[src/include/fpsr_pkg.sv]
package fpsr_pkg;

   // ------------------------------------------------------------
   // Register map
   // ------------------------------------------------------------
   localparam int ADDR_W = 8;
   localparam logic [ADDR_W-1:0] GUARD_OFS = 8'h40;
   localparam logic [ADDR_W-1:0] STATUS_OFS = 8'h80;
   localparam logic [3:0] GUARD_LANES = 4'h3;

   // ------------------------------------------------------------
   // Valid area guard fields
   // ------------------------------------------------------------
   localparam logic [15:0] GUARD_RESET = 16'h0001;
   localparam int GUARD_KEY_HI = 15;
   localparam int GUARD_KEY_LO = 8;
   localparam int GUARD_PROT_POS = 0;
   localparam logic [7:0] GUARD_KEY_UNLOCK = 8'hFE;
   localparam logic [0:0] GUARD_PROT_RESET = 1'h1;

   // ------------------------------------------------------------
   // Sequencer status fields
   // ------------------------------------------------------------
   localparam logic [31:0] STATUS_RESET = 32'h00008000;
   localparam int STATUS_READY_POS = 15;
   localparam int STATUS_ERC_UNC_POS = 29;
   localparam int STATUS_ERC_COR_POS = 28;
   // Always-zero positions: 31..30, 19, 7, 1..0
   localparam logic [31:0] STATUS_RSVD_MASK = 32'hC0080083;
   // Configuration, switch and security ECC flags
   localparam logic [31:0] STATUS_INST0_ONLY_MASK = 32'h0F000030;
   // Erase counter ECC flags and bit 17/16 flags
   localparam logic [31:0] STATUS_CODE_FLASH_MASK = 32'h30030000;
   localparam logic [31:0] STATUS_OWNED_MASK = 32'h30008000;

   // ------------------------------------------------------------
   // Carriers
   // ------------------------------------------------------------
   typedef struct packed {
      logic sel;
      logic wr;
      logic [ADDR_W-1:0] addr;
      logic [3:0] be;
      logic [31:0] wdata;
   } fpsr_bus_req_s;

   typedef struct packed {
      logic ack;
      logic [31:0] rdata;
   } fpsr_bus_rsp_s;

   typedef struct packed {
      logic setup_init;
      logic cmd_first_write;
      logic cmd_done;
      logic erc_uncorr_evt;
      logic erc_corr_evt;
      logic clear_start;
   } fpsr_seq_evt_s;

   typedef struct packed {
      logic double_map;
      logic prog_erase_cmd;
      logic target_valid_area;
   } fpsr_cmd_chk_s;

   typedef struct packed {
      logic flag;
   } fpsr_flag_state_s;

   typedef struct packed {
      logic guard_prot;
      logic ready;
      logic cmd_blocked;
      fpsr_bus_rsp_s rsp;
   } fpsr_state_s;

endpackage : fpsr_pkg

[src/hw/fpsr_sticky_flag.sv]
`timescale 1ns/10ps
`default_nettype none

module fpsr_sticky_flag (
   input wire logic core_clk,
   input wire logic rstn,
   input wire logic set_evt,
   input wire logic clear_evt,
   output logic flag_q
);

   fpsr_pkg::fpsr_flag_state_s st_q;
   fpsr_pkg::fpsr_flag_state_s st_d;

   // Set wins over a clear in the same cycle so no event is lost
   always_comb begin
      st_d = st_q;
      if (set_evt) begin
         st_d.flag = 1'h1;
      end else if (clear_evt) begin
         st_d.flag = 1'h0;
      end
   end

   always_ff @(posedge core_clk or negedge rstn) begin
      if (!rstn) begin
         st_q <= '{flag: 1'h0};
      end else begin
         st_q <= st_d;
      end
   end

   assign flag_q = st_q.flag;

endmodule : fpsr_sticky_flag

`default_nettype wire

[src/hw/fpsr_regs.sv]
// Functional notes
// - Setup-init bit resets guard register
// - Guard reads 0x0001 after reset
// - Key field never stored, reads zero
// - Protect bit updates only with key FE
// - Guard writes ignored while sequencer busy
// - Guard bits 7..1 read zero
// - Protect bit shields valid area in double map
// - No code flash: protect bit inert
// - Status read-only, any width, writes ignored
// - Status reads 0x00008000 after reset
// - Non-zero instance: config/switch/security ECC zero
// - No code flash: erase counter, bit17/16 zero
// - Uncorrectable erase counter error sets bit 29, locks
// - Corrected erase counter error sets bit 28, no lock
// - Clear/forced-stop start clears both erase flags
// - Status bits 31..30 read zero
`timescale 1ns/10ps
`default_nettype none

module fpsr_regs #(
   parameter int INSTANCE_ID = 0,
   parameter int NUM_INSTANCES = 3,
   parameter bit HAS_CODE_FLASH = 1'b1
) (
   input wire logic core_clk,
   input wire logic rstn,
   input wire fpsr_pkg::fpsr_bus_req_s bus_req,
   output fpsr_pkg::fpsr_bus_rsp_s bus_rsp,
   input wire fpsr_pkg::fpsr_seq_evt_s seq_evt,
   input wire fpsr_pkg::fpsr_cmd_chk_s cmd_chk,
   input wire logic [31:0] seq_status,
   output logic sequencer_ready_flag,
   output logic valid_area_protect_bit,
   output logic cmd_blocked,
   output logic erase_count_uncorrectable_flag,
   output logic erase_count_corrected_flag,
   output logic cmd_lock_req
);

   // ------------------------------------------------------------
   // Elaboration checks
   // ------------------------------------------------------------
   if (INSTANCE_ID < 0 || INSTANCE_ID >= NUM_INSTANCES) begin : g_bad_instance
      $error("fpsr_regs: INSTANCE_ID out of range");
   end

   localparam logic [31:0] INST_MASK =
      (INSTANCE_ID != 0) ? fpsr_pkg::STATUS_INST0_ONLY_MASK : 32'h00000000;
   localparam logic [31:0] CF_MASK =
      HAS_CODE_FLASH ? 32'h00000000 : fpsr_pkg::STATUS_CODE_FLASH_MASK;
   localparam logic [31:0] READ_ZERO_MASK = fpsr_pkg::STATUS_RSVD_MASK | INST_MASK | CF_MASK;

   // ------------------------------------------------------------
   // Decode
   // ------------------------------------------------------------
   logic hit_guard;
   logic hit_status;
   logic guard_wr;
   logic guard_key_ok;
   logic erc_unc_q;
   logic erc_cor_q;
   logic erc_clear;
   logic [31:0] status_val;
   fpsr_pkg::fpsr_state_s st_q;
   fpsr_pkg::fpsr_state_s st_d;

   assign hit_guard = bus_req.sel && (bus_req.addr == fpsr_pkg::GUARD_OFS);
   assign hit_status = bus_req.sel && (bus_req.addr == fpsr_pkg::STATUS_OFS);
   // A narrower write cannot carry key and data together, so it is dropped
   assign guard_wr = hit_guard && bus_req.wr &&
                     (bus_req.be[1:0] == fpsr_pkg::GUARD_LANES[1:0]);
   assign guard_key_ok =
      (bus_req.wdata[fpsr_pkg::GUARD_KEY_HI:fpsr_pkg::GUARD_KEY_LO] ==
       fpsr_pkg::GUARD_KEY_UNLOCK);

   // ------------------------------------------------------------
   // Erase counter ECC flags
   // ------------------------------------------------------------
   // Setup init doubles as a soft clear; an event in the same cycle still wins
   assign erc_clear = seq_evt.clear_start || seq_evt.setup_init;

   fpsr_sticky_flag u_erc_unc (
      .core_clk(core_clk),
      .rstn(rstn),
      .set_evt(seq_evt.erc_uncorr_evt && HAS_CODE_FLASH),
      .clear_evt(erc_clear),
      .flag_q(erc_unc_q)
   );

   fpsr_sticky_flag u_erc_cor (
      .core_clk(core_clk),
      .rstn(rstn),
      .set_evt(seq_evt.erc_corr_evt && HAS_CODE_FLASH),
      .clear_evt(erc_clear),
      .flag_q(erc_cor_q)
   );

   // ------------------------------------------------------------
   // Status composition
   // ------------------------------------------------------------
   // Bits owned here replace whatever the sequencer drives on them
   always_comb begin
      status_val = seq_status & ~fpsr_pkg::STATUS_OWNED_MASK;
      status_val[fpsr_pkg::STATUS_READY_POS] = st_q.ready;
      status_val[fpsr_pkg::STATUS_ERC_UNC_POS] = erc_unc_q;
      status_val[fpsr_pkg::STATUS_ERC_COR_POS] = erc_cor_q;
      status_val = status_val & ~READ_ZERO_MASK;
   end

   // ------------------------------------------------------------
   // Next state
   // ------------------------------------------------------------
   always_comb begin
      st_d = st_q;
      st_d.rsp.ack = bus_req.sel;
      st_d.rsp.rdata = 32'h00000000;

      // Busy from first command write until the sequencer reports done
      if (seq_evt.setup_init || seq_evt.cmd_done) begin
         st_d.ready = 1'h1;
      end else if (seq_evt.cmd_first_write) begin
         st_d.ready = 1'h0;
      end

      // Setup init takes priority over a simultaneous write
      if (seq_evt.setup_init) begin
         st_d.guard_prot = fpsr_pkg::GUARD_PROT_RESET;
      end else if (guard_wr && guard_key_ok && st_q.ready) begin
         st_d.guard_prot = bus_req.wdata[fpsr_pkg::GUARD_PROT_POS];
      end

      if (bus_req.sel && !bus_req.wr) begin
         if (hit_guard) begin
            // Key and reserved bits are not held, only the protect bit
            st_d.rsp.rdata = {31'h00000000, st_q.guard_prot};
         end else if (hit_status) begin
            st_d.rsp.rdata = status_val;
         end
      end

      // Only meaningful where a code flash user area exists
      st_d.cmd_blocked = HAS_CODE_FLASH && cmd_chk.double_map &&
                         cmd_chk.prog_erase_cmd && cmd_chk.target_valid_area &&
                         st_d.guard_prot;
   end

   always_ff @(posedge core_clk or negedge rstn) begin
      if (!rstn) begin
         st_q <= '{guard_prot: fpsr_pkg::GUARD_PROT_RESET,
                   ready: fpsr_pkg::STATUS_RESET[fpsr_pkg::STATUS_READY_POS],
                   cmd_blocked: 1'h0,
                   rsp: '{ack: 1'h0, rdata: 32'h00000000}};
      end else begin
         st_q <= st_d;
      end
   end

   // ------------------------------------------------------------
   // Outputs
   // ------------------------------------------------------------
   assign bus_rsp = st_q.rsp;
   assign sequencer_ready_flag = st_q.ready;
   assign valid_area_protect_bit = st_q.guard_prot;
   assign cmd_blocked = st_q.cmd_blocked;
   assign erase_count_uncorrectable_flag = erc_unc_q;
   assign erase_count_corrected_flag = erc_cor_q;
   // Sticky uncorrectable flag holds the sequencer in command lock
   assign cmd_lock_req = erc_unc_q;

   // Read strobes seen by the checks below
   logic rd_guard;
   logic rd_status;
   assign rd_guard = hit_guard && !bus_req.wr;
   assign rd_status = hit_status && !bus_req.wr;
endmodule : fpsr_regs

`default_nettype wire

[config.mk]
export PLATFORM = sky130hd
export DESIGN_NAME = fpsr_regs
export DESIGN_NICKNAME = d
export VERILOG_FILES = /design/src/include/fpsr_pkg.sv /design/src/hw/fpsr_sticky_flag.sv /design/src/hw/fpsr_regs.sv
export SDC_FILE = /design/constraint.sdc
export NUM_CORES = 1
export LEC_CHECK = 0
export BUFFER_PORTS_ARGS = -buffer_cell sky130_fd_sc_hd__buf_4
export CAP_MARGIN = 15
export CORE_AREA = 2 2 64 66
export DETAILED_ROUTE_END_ITERATION = 10
export DIE_AREA = 0 0 66 68
export PLACE_DENSITY = 0.75
export REMOVE_ABC_BUFFERS = 1
export SLEW_MARGIN = 20
export SYNTH_ARGS = -nofsm -noshare
export SYNTH_HDL_FRONTEND = slang
export SYNTH_SLANG_ARGS = --single-unit
[constraint.sdc]
create_clock -name core_clk -period 1.4 [get_ports core_clk]
set_clock_uncertainty 0.1 [all_clocks]
set_input_delay 0.07 -clock core_clk [delete_from_list [all_inputs] [get_ports core_clk]]
set_output_delay 0.07 -clock core_clk [all_outputs]
set_load 0.02 [all_outputs]
# Word-level counts from Yosys, hierarchy flattened
# Cells that the tools add are included.
[op_classes]
n_reduce_logical = 16
muxes = 10
n_eq_ne = 4
[op_table]
columns = ["op", "count"]
rows = [
  ["two-way mux 30 bit", 3],
  ["== test 8 bit (second input constant)", 2],
  ["logical AND 1 bit", 10],
  ["== test 8 x 7 -> 1 bit (second input constant)", 1],
  ["two-way mux 1 bit", 7],
  ["nonzero test 2 bit", 3],
  ["== test 2 bit (second input constant)", 1],
  ["logical OR 1 bit", 2],
  ["logical NOT 1 bit", 1],
]
[totals]
out_inout_bits = 39
elab_cells = 37
ff_bits = 38
in_bits = 89

# Longest topological paths before layout
# Gate-level depths: netlist (run 1).
[depth]
ltp_word = 9
depth_mapped = 4
mapped_depth_nobuf = 4

# By module
# From an unflattened synthesis (run 1), not the netlist that was laid out.
[hier_totals]
hier_cells = 92
area_unflattened_um2 = 1239.9
[by_module_without_submodules]
columns = ["module", "n_inst", "area_per_inst_um2", "seq_area_each_um2", "cells_per_inst"]
rows = [
  ["fpsr_regs", 1, 1167.4, 778.2, 86],
  ["fpsr_sticky_flag", 2, 36.3, 25.0, 3],
]

# Least setup slack after synthesis (run 1)
# No wires, ideal clock.
[synth_path]
kind = "in2reg"
from = "input port bus_req[41] in the netlist's numbering"
to = "register st_q, in the netlist bus_rsp[28]"
setup_time_ns = 0.066
required_ns = 1.234
arrival_ns = 1.238
setup_slack_ns = -0.005
path_stages = 4
path_cell_list = "or4_4 > nor4_4 > buf_6 > and2_1"
[synth_lines]
columns = ["element", "line", "source"]
rows = [
  ["start: declaration", "fpsr_regs.sv:28", "input wire fpsr_pkg::fpsr_bus_req_s bus_req,"],
  ["end signal: assignment", "fpsr_regs.sv:150", "st_q <= '{guard_prot: fpsr_pkg::GUARD_PROT_RESET,"],
  ["end signal: assignment", "fpsr_regs.sv:155", "st_q <= st_d;"],
  ["end: declaration", "fpsr_regs.sv:65", "fpsr_pkg::fpsr_state_s st_q;"],
]

==> results.md, run 1 <==
- Die span in y: 68 microns
- Critical path startpoint category: primary input
- Gpl congestion: 0.6784
- Slowest-stage cell, CP: dlygate4sd3_1
- FF+latch count, synth: 33
- XOR/XNOR Fraction of Synth Area: 0%
- Mapped Cells: 90
- Port bufs: 88
- Post-layout util: around three fifths
- Simple-gate area share of the yosys netlist: 22.79%
- Cell mode on critical path: buf_4
- Ant diodes: 0
- Avg Cell Area, Syn: between 10 and 15 sq um
- Setup TNS: 0 ns
- Crit end category: flip-flop
- Worst path buffer plus inverter count: 3
- Status: complete, no violations
- Largest net degree at the start of global routing: 34
- Power density cells: between 800 and 900 nW/um^2
- Routed WL: 3446 microns
- First-pass GRT wire length: 5030 microns
- Yosys top cell area share: 63.07%
- Endpoints failing hold: 0
- Synth warnings: 0
- Clock buffer depth: 2
- DRC viols: 0
- Core Area: 3856 sq um
- Total power: a little over 2 mW
- TritonCTS buffer count: 5
- Synth top area cells: dfrtp_1 (63%), and2_1 (13%), dfstp_2 (4.3%), buf_4 (3.7%), buf_6 (1.8%)
- Combinational family with the most area after synthesis: simple AND/OR/NAND/NOR gates
- Reg clk slew, reported paths: about 0.06 ns
- Starting Density: 31.89%
- Iter 0 DRT Violations: 13
- Drt wl/cell: 12.86 microns
- Min Clock Period, post-route: 1.315 ns
- Crit path max fanout: 14
- Clock sink total: 33
- Post-synthesis cell area: between 1000 and 1500 sq um
- Fin crit share: approximately 94%
- Via count: between 1000 and 1500
- Req. time, crit path: between 1.5 and 2 ns
- Die W: 66 microns
- Critical setup path kind: primary input to flip-flop
- Synth Area in Compound Gates: 3.459%
- Post-Synth Adder-Cell Area: 0%
- Final Setup Violations: 0
- Detailed Place HPWL: 2155 microns
- Number of distinct library cells after synthesis: 24
- I/O pins: 128
- Rows: 23
- Post-Place Worst Slack: -0.2243 ns
- Mux cell area share after synthesis: 0%
- Slew Limit Fails: 0
- Crit-path cells: dlygate4sd3_1, buf_4, nand4bb_1, nor4_4, buf_4, and2_1
- NumNets Final: 306
- Antenna violations before repair: 0
- F_max: 760.5 MHz
- Worst hold-check path type: primary input to flip-flop
- Leakage: 1.256 nW
- Critical path data arrival time: 1.43 ns
- Vias per cell: 4.172
- Remaining antenna violation count: 0
- Maxcap violations: 0
- Vias in the first global route: about 1100
- CTS H-Tree Depth: 2
- Cell type with the largest total area after synthesis: dfrtp_1
- Fraction of layout instances using a drive strength above 1: 48.17%
- VDD IR max: 643.1 uV
- GRT Resource Usage Total: 15.91%
- DR pass1 iterations: 4
- Overflow after GRT: 0
- Clk Tree Root Cell: clkbuf_8
- Crit path max-delay family: buffers and inverters
- Setup Buffers After CTS: 0
- Largest stage delay, worst path: 0.52 ns
- Layout area overhead: 92.57%
- Seq/Total Area, Yosys: 67.34%
- Clock Latency Late Sink: 0.27 ns
- Die ar.: 4488 sq um
- CTS tree: done
- Final setup margin: 0.08500 ns
==> cell usage after synthesis, drive strengths merged <==
master,n
a21o,2
nor2,3
a41oi,1
and2,26
nand3b,1
nand4bb,1
nor4,2
o21ai,1
nand2,1
nand4b,1
a21oi,1
or4,1
nand3,1
dfrtp,31
inv,2
dfstp,2
and4b,1
a31o,1
and4,1
nand4,1
buf,8
conb,1
==> stage by stage <==
stage / hold WS, ns / instances / cell area [sq um]
floorplan: -0.3256 / 86 / 1177
global placement: -0.07201 / 226 / 1916
detailed placement: -0.06854 / 226 / 1916
CTS: 0.001684 / 267 / 2347
global route: 0.03413 / 268 / 2369
finish: 0.02879 / 268 / 2369
==> kinds of logic after synthesis <==
group,count (synthesis)
compound gates,6
buf+inv,10
flops,33
other cells,1
simple gates,40
==> sequential cells by signal, indices dropped and copies added, names as in the netlist <==
name and flops:
valid_area_protect_bit 1, u_erc_unc.flag_q 1, cmd_blocked 1, u_erc_cor.flag_q 1
bus_rsp 28, sequencer_ready_flag 1
==> metal layers <==
layer	track usage [%]	share of wire (%)
met5	0	0
met2	27.27	52
met1	16.74	37
met3	7.401	10
met4	7.398	1.1
==> cell type report <==
class,count,area (sq um)
sequential,33,828.3
multi-input combinational,51,352.8
clock inverter,1,5.005
inverter,2,7.507
timing repair buffer,124,1016
clock buffer,7,96.34
tap,50,62.56
fill,329,1488
==> final timing paths <==
| check | start | endpoint | slack (ns) | cells after the start |
|---|---|---|---|---|
| worst max-delay path | bus_req[45] | bus_rsp[5] | 0.09 | 6 |
| worst min-delay path | seq_evt[0] | u_erc_unc.flag_q | 0.03 | 3 |
| worst max register to register | sequencer_ready_flag | cmd_blocked | 0.12 | 4 |
| worst min register to register | sequencer_ready_flag | sequencer_ready_flag | 0.42 | 2 |
| max in group asynchronous | rstn | valid_area_protect_bit | 0.72 | 2 |
| min in group asynchronous | rstn | bus_rsp[15] | 0.15 | 2 |
==> cells in the final DEF (no fill, tap or decap) <==
cell,n
buf_4,90
dlygate4sd3_1,34
dfrtp_1,31
and2_1,26
clkbuf_8,7
conb_1,5
nor4_4,2
inv_1,2
nor2_1,2
a21o_1,2
dfstp_2,2
or4_4,1
nand4bb_1,1
nand3b_1,1
and4b_1,1
and4_1,1
nand4_1,1
nand4b_1,1
nor2_2,1
a31o_2,1
a41oi_1,1
nand2_1,1
nand3_1,1
a21oi_1,1
o21ai_0,1
clkinv_2,1
==> tightest hold or removal path, cell delays in order <==
cell and delay (ns):
buf_4 0.08, nor2_1 0.05, a21o_1 0.17
==> report_power, final <==
group | total, mW | internal [mW] | switching (mW)
logic | 0.277 | 0.178 | 0.0981
registers | 0.970 | 0.963 | 0.00679
clock network | 0.767 | 0.444 | 0.323
==> timing repair <==
| item | in CTS | in global routing |
|---|---|---|
| gates resized for setup | 0 | 2 |
| endpoints found under the hold margin | 62 | 1 |
| hold buffers | 33 | 1 |
| endpoints found under the setup margin | 0 | 1 |
Power figures use the tool's default switching activity.
==> run 2, diff against run 1 <==
--- a/config.mk
+++ b/config.mk
@@ -10,9 +10,10 @@
 export CORE_AREA = 2 2 64 66
 export DETAILED_ROUTE_END_ITERATION = 10
 export DIE_AREA = 0 0 66 68
-export PLACE_DENSITY = 0.75
+export PLACE_DENSITY = 0.76
 export REMOVE_ABC_BUFFERS = 1
 export SLEW_MARGIN = 20
 export SYNTH_ARGS = -nofsm -noshare
 export SYNTH_HDL_FRONTEND = slang
+export SYNTH_HIERARCHICAL = 1
 export SYNTH_SLANG_ARGS = --single-unit
==> run 2 against run 1 <==
Combinational power barely moved. Register-to-register slack got worse by 0.04 ns. First-iteration DRC count rose by 15%. Largest cell class unchanged.
==> results.md, run 2 <==
- Mapped Cells: 92
- GR met1 Demand/Resource: 15.46%
- Detailed Place HPWL: 2269 microns
- Slew Limit Fails: 0
- EDFF count, synth: 0
- Critical path startpoint category: primary input
- Hold Slack: 0.07841 ns
- Area of the multi-input gates: 355.3 sq um
- Reg clk slew, reported paths: 0.06 ns
- Maxcap violations: 0
- CTS H-Tree Depth: 2
- Clock sink total: 33
- Via count: ~1100
- Leakage: 1.264 nW
- Req. time, crit path: about 1.5 ns
- Most frequent cells in the layout: buf_4 (90), dlygate4sd3_1 (34), dfrtp_1 (31)
- Remaining antenna violation count: 0
- Met3 Use GR: 8.059%
- TritonCTS buffer count: 5
- First-pass GRT wire length: 5264 microns
- Worst reg-to-reg path cell count: 4
- Number of distinct library cells after synthesis: 25
- Gpl congestion: slightly above 0.7
- Synth top area cells: dfrtp_1 (63%), and2_1 (13%), dfstp_2 (4.2%), buf_4 (3.6%), buf_6 (1.8%)
- Vias per cell: 4.193
- VDD IR max: 584.8 uV
- Routed WL: about 3500 microns
- Endpoints failing hold: 0
- Core Area: 3856 sq um
- DRC viols: 0
- Die span in y: 68 microns
- Seq/Total Area, Yosys: 66.80%
- Ys flop type: dfrtp_1
- Final Setup Violations: 0
- CTS tree: done
- Critical setup path kind: primary input to flip-flop
- Antenna violations before repair: 0
- Commonest non-fill, non-tap cell in the layout: buf_4
- CP endpoint: cmd_blocked
- Critical path data arrival time: 1.44 ns
- Rows: 23
- Synth warnings: 6
- Crit path max fanout: 1
- Flip-flop and latch area: 828.3 sq um
- Worst hold-check path type: primary input to flip-flop
- Status: complete, no violations
- Max reg flops: 28
- F_max: approximately 740 MHz
- Fin crit share: 96.10%
- Power density cells: between 800 and 900 nW/um^2
- Final setup margin: 0.05466 ns
- Drt wl/cell: 12.83 microns
- NumNets Final: 308
- Ant diodes: 0
- Setup Buffers After CTS: 0
- Setup repair after global routing missed its margin: true
- Avg Cell Area, Syn: 13.48 sq um
- Clock Latency Late Sink: 0.27 ns
- Fraction of layout instances using a drive strength above 1: 47.27%
- Yosys top cell area share: 62.56%
- Iter 0 DRT Violations: 15
- GRT Resource Usage Total: 16.22%
- FF-to-FF End: cmd_blocked
- Die ar.: 4488 sq um
- Die W: 66 microns
- Crit end category: flip-flop
- Post-Place Worst Slack: -0.2188 ns
- Min Clock Period, post-route: 1.345 ns
- Clock buffer depth: 2
- I/O pins: approximately 130
- Reg-to-reg startpoint: sequencer_ready_flag
- FF+latch count, synth: 33
- Clk Tree Root Cell: clkbuf_8
- Cell type with the largest total area after synthesis: dfrtp_1
- Reg2Reg Setup Slack: 0.08 ns
- Layout area overhead: 90.92%
- Vias in the first global route: 1182
- Ys async rst share: 100.0%
- Most frequent cells after synthesis: dfrtp_1 (31), and2_1 (26), buf_4 (6)
- Overflow after GRT: 0
- Starting Density: 32.15%
- # fillers: 325
- Port bufs: between 80 and 90
- Most numerous cell in the Yosys netlist: dfrtp_1
- Top Usage Layer GRT: met2
- Post-synthesis cell area: 1240 sq um
- Largest net degree at the start of global routing: 34
- DR pass1 iterations: 4
- Beginning of the critical path: cmd_chk[1]
- GR Util met2: 30.81%
## run 2: changes by cell type after synthesis
| cell | previous run | this run |
|---|---|---|
| or2_2 | 0 | 1 |
| inv_1 | 2 | 4 |
| nor2_1 | 3 | 2 |
## run 2: critical path: stages
cell and delay [ns]:
dlygate4sd3_1 0.53, buf_4 0.10, nand3_1 0.06, dlygate4sd3_1 0.55, a21oi_1 0.12
## run 2: stage by stage
stage	utilization, %	cell area, sq um	total power, mW	setup TNS (ns)	std cells
floorplan	-	1187	1.028	-3.167	88
CTS	61.10	2356	1.975	0	270
global route	61.39	2367	2.049	-0.001734	270
global placement	49.94	1926	1.182	-3.050	228
detailed placement	49.94	1926	1.185	-3.164	228
finish	61.39	2367	1.946	0	270
## run 2: worst min-delay path by stage
stage	slack, ns	to	cells after the start	from
finish	0.08	bus_rsp[0]	3	bus_req[39]
global route	0.07	bus_rsp[0]	3	bus_req[39]
CTS	0.06	bus_rsp[0]	3	bus_req[39]
detailed placement	-0.07	u_erc_cor/flag_q	1	rstn
global placement	-0.07	u_erc_cor/flag_q	1	rstn
floorplan	-0.33	bus_rsp[0]	0	rstn
## run 2: repair_timing
action / 4_1_cts / 5_1_grt
hold buffers: 34 / 0
gates resized for setup: 0 / 2
hold endpoints to repair: 63 / 0
endpoints found under the setup margin: 0 / 2
## run 2: final cells by class
type / count / share of cell area [%]
Tap cell: 50 / 2.643
Inverter: 4 / 0.6342
Sequential cell: 33 / 34.99
Multi-Input combinational cell: 51 / 15.01
Timing Repair Buffer: 124 / 42.92
Clock buffer: 8 / 3.805
## run 2: kinds of logic after synthesis
kind of cell,after synthesis,share of synthesized area (%)
flip-flops,33,66.80
AND/OR/NAND/NOR,40,22.81
buffers and inverters,12,6.659
AO/OA/AOI/OAI,6,3.430
other,1,0.3024
## run 2: power breakdown
| group | switching, mW | total, mW | internal [mW] |
|---|---|---|---|
| Sequential | 0.00629 | 0.970 | 0.963 |
| Combinational | 0.0998 | 0.279 | 0.180 |
| Clock | 0.297 | 0.697 | 0.400 |
## run 2: layer usage
layer	wire length, microns	vias up
li1	-	538
met1	1163	522
met2	1880	70
met3	397	2
met4	24	0
met5	0	-
==> run 3, diff against run 2 <==
--- a/config.mk
+++ b/config.mk
@@ -7,10 +7,10 @@
 export LEC_CHECK = 0
 export BUFFER_PORTS_ARGS = -buffer_cell sky130_fd_sc_hd__buf_4
 export CAP_MARGIN = 15
-export CORE_AREA = 2 2 64 66
+export CORE_AREA = 2 2 61 63
 export DETAILED_ROUTE_END_ITERATION = 10
-export DIE_AREA = 0 0 66 68
-export PLACE_DENSITY = 0.76
+export DIE_AREA = 0 0 63 65
+export PLACE_DENSITY = 0.82
 export REMOVE_ABC_BUFFERS = 1
 export SLEW_MARGIN = 20
 export SYNTH_ARGS = -nofsm -noshare
==> constraint.sdc (replaced) <==
create_clock -name core_clk -period 1.6 [get_ports core_clk]
set_clock_uncertainty 0.1 [all_clocks]
set_input_delay 0.08 -clock core_clk [delete_from_list [all_inputs] [get_ports core_clk]]
set_output_delay 0.08 -clock core_clk [all_outputs]
set_load 0.02 [all_outputs]
==> run 3 against run 2 <==
Non-clock buffer count up 2. Critical path depth down 2. Register-to-register slack better by 0.08 ns. Wire length down 6.3%. Critical path type is now flip-flop to flip-flop. Largest cell class unchanged. Die area down 8.8%. Worst hold slack got worse by 0.044 ns. Core utilization grew 6.4 points. Setup slack better by 0.10 ns. Critical endpoint is now sequencer_ready_flag. Design area barely moved. First-iteration DRC count increased to 4.4 times the previous value. Final cell count is the same. Total power shrank 12%.
==> results.md, run 3 (synthesized netlist as in run 2, its figures left out) <==
- Endpoints failing hold: 0
- Setup Buffers After CTS: 0
- Req. time, crit path: between 1.5 and 2 ns
- CTS H-Tree Depth: 2
- Switching Share: between 20% and 30%
- Fraction of layout instances using a drive strength above 1: 46.85%
- F_max: 692.7 MHz
- Status: complete, no violations
- Clock buffer depth: 2
- Most frequent cells in the layout: buf_4 (90), dlygate4sd3_1 (36), dfrtp_1 (31)
- TritonCTS buffer count: 5
- Iter 0 DRT Violations: 66
- Hold Slack: ~0.034 ns
- P_int: 1.374 mW
- Crit end category: flip-flop
- First-pass GRT wire length: 5057 microns
- Largest stage delay, worst path: about 0.56 ns
- Critical setup path kind: flip-flop to flip-flop
- Drt wl/cell: 12.02 microns
- Post-cts repair resize count: 0
- Commonest non-fill, non-tap cell in the layout: buf_4
- Crit path max-delay family: buffers and inverters
- Switching power: 0.3469 mW
- Total power: 1.721 mW
- Crit-path cells: inv_1, o21ai_0, dlygate4sd3_1
- Setup repair after global routing missed its margin: false
- Gpl congestion: approximately 0.67
- DR pass1 iterations: 2
- Max reg flops: 28
- Slew Limit Fails: 0
- Routed WL: 3245 microns
- Layout area overhead: 91.02%
- Final Setup Violations: 0
- Worst path buffer plus inverter count: 2
- Clock sink total: 33
- Clk pwr share: approximately 37%
- Port bufs: 88
- Crit path max fanout: 4
- Leakage: 1.267 nW
- Starting Density: 35.47%
- Maxcap violations: 0
- Overflow after GRT: 0
- GRT Resource Usage Total: 16.97%
- Remaining antenna violation count: 0
- Dpl cell area: about 1900 sq um
- Antenna violations before repair: 0
- Rows: 22
- Worst hold-check path type: primary input to flip-flop
- Fin crit share: between 90 and 100%
- Ant diodes: 0
- Critical path startpoint category: flip-flop
- Critical path data arrival time: 1.61 ns
- Die ar.: 4095 sq um
- Vias in the first global route: 1092
- Power density cells: approximately 730 nW/um^2
- Core Area: ~3500 sq um
- Clock Latency Late Sink: around 0.32 ns
- Seq pwr share: about half
- Fin area: 2369 sq um
- NumNets Final: 310
- Vias per cell: between 4 and 5
- Detailed Place HPWL: 2034 microns
- Reg clk slew, reported paths: 0.09 ns
- Comb power frac: 14.1%
- CTS Hold Bufs: 34
- Die W: approximately 63 microns
- DRC viols: 0
- CTS tree: done
- Largest net degree at the start of global routing: 34
- Clk Tree Root Cell: clkbuf_4
- Min Clock Period, post-route: 1.444 ns
- I/O pins: 128
- Slowest-stage cell, CP: dfstp_2
- Die span in y: 65 microns
- Via count: between 1000 and 1500
- VDD IR max: about 370 uV
-- run 3: per-layer routing --
metal | part of all wire, % | vias up | track usage, %
li1 | - | 548 | -
met1 | 35 | 502 | 17.26
met2 | 57 | 62 | 30.05
met3 | 7.7 | 4 | 7.118
met4 | 0.86 | 0 | 8.056
met5 | 0 | - | 0
-- run 3: layout make-up --
cell class,instances,area [sq um]
clock buffers,7,55.05
clock inverters,1,30.03
fillers,260,1127
inverters,4,15.01
multi-input cells,51,344.1
flip-flops and latches,33,828.3
well taps,48,60.06
repair buffers,126,1036
-- run 3: metrics by stage --
stage	TNS (ns)	util (%)	cells	setup WS [ns]
floorplan	0	-	88	0.06817
global placement	-0.001981	55.01	226	-0.001981
detailed placement	-0.04887	55.01	226	-0.04887
CTS	0	67.18	268	0.1536
global route	0	67.75	270	0.1181
finish	0	67.75	270	0.1564
-- run 3: path summary, 6_finish.rpt --
| check | startpoint | end | slack, ns | cells after the start |
|---|---|---|---|---|
| setup / recovery | sequencer_ready_flag | sequencer_ready_flag | 0.16 | 3 |
| hold / removal | seq_evt[0] | u_erc_unc/flag_q | 0.03 | 4 |
| setup reg to reg | sequencer_ready_flag | sequencer_ready_flag | 0.16 | 3 |
| hold reg to reg | u_erc_cor/flag_q | u_erc_cor/flag_q | 0.43 | 1 |
| max in group asynchronous | rstn | valid_area_protect_bit | 0.93 | 2 |
| min in group asynchronous | rstn | bus_rsp[4] | 0.14 | 2 |
-- run 3: power by group through the flow --
| stage | logic [mW] | registers, mW | clock network (mW) |
|---|---|---|---|
| after floorplan | 0.0260 | 0.874 | 0 |
| after global placement | 0.170 | 0.863 | 0 |
| after detailed placement | 0.172 | 0.863 | 0 |
| after CTS | 0.237 | 0.847 | 0.659 |
| after global routing | 0.262 | 0.848 | 0.714 |
| final | 0.243 | 0.847 | 0.631 |
-- run 3: worst min-delay path: stages --
cell	delay [ns]
buf_4	0.08
or2_2	0.10
inv_1	0.03
a21o_1	0.14
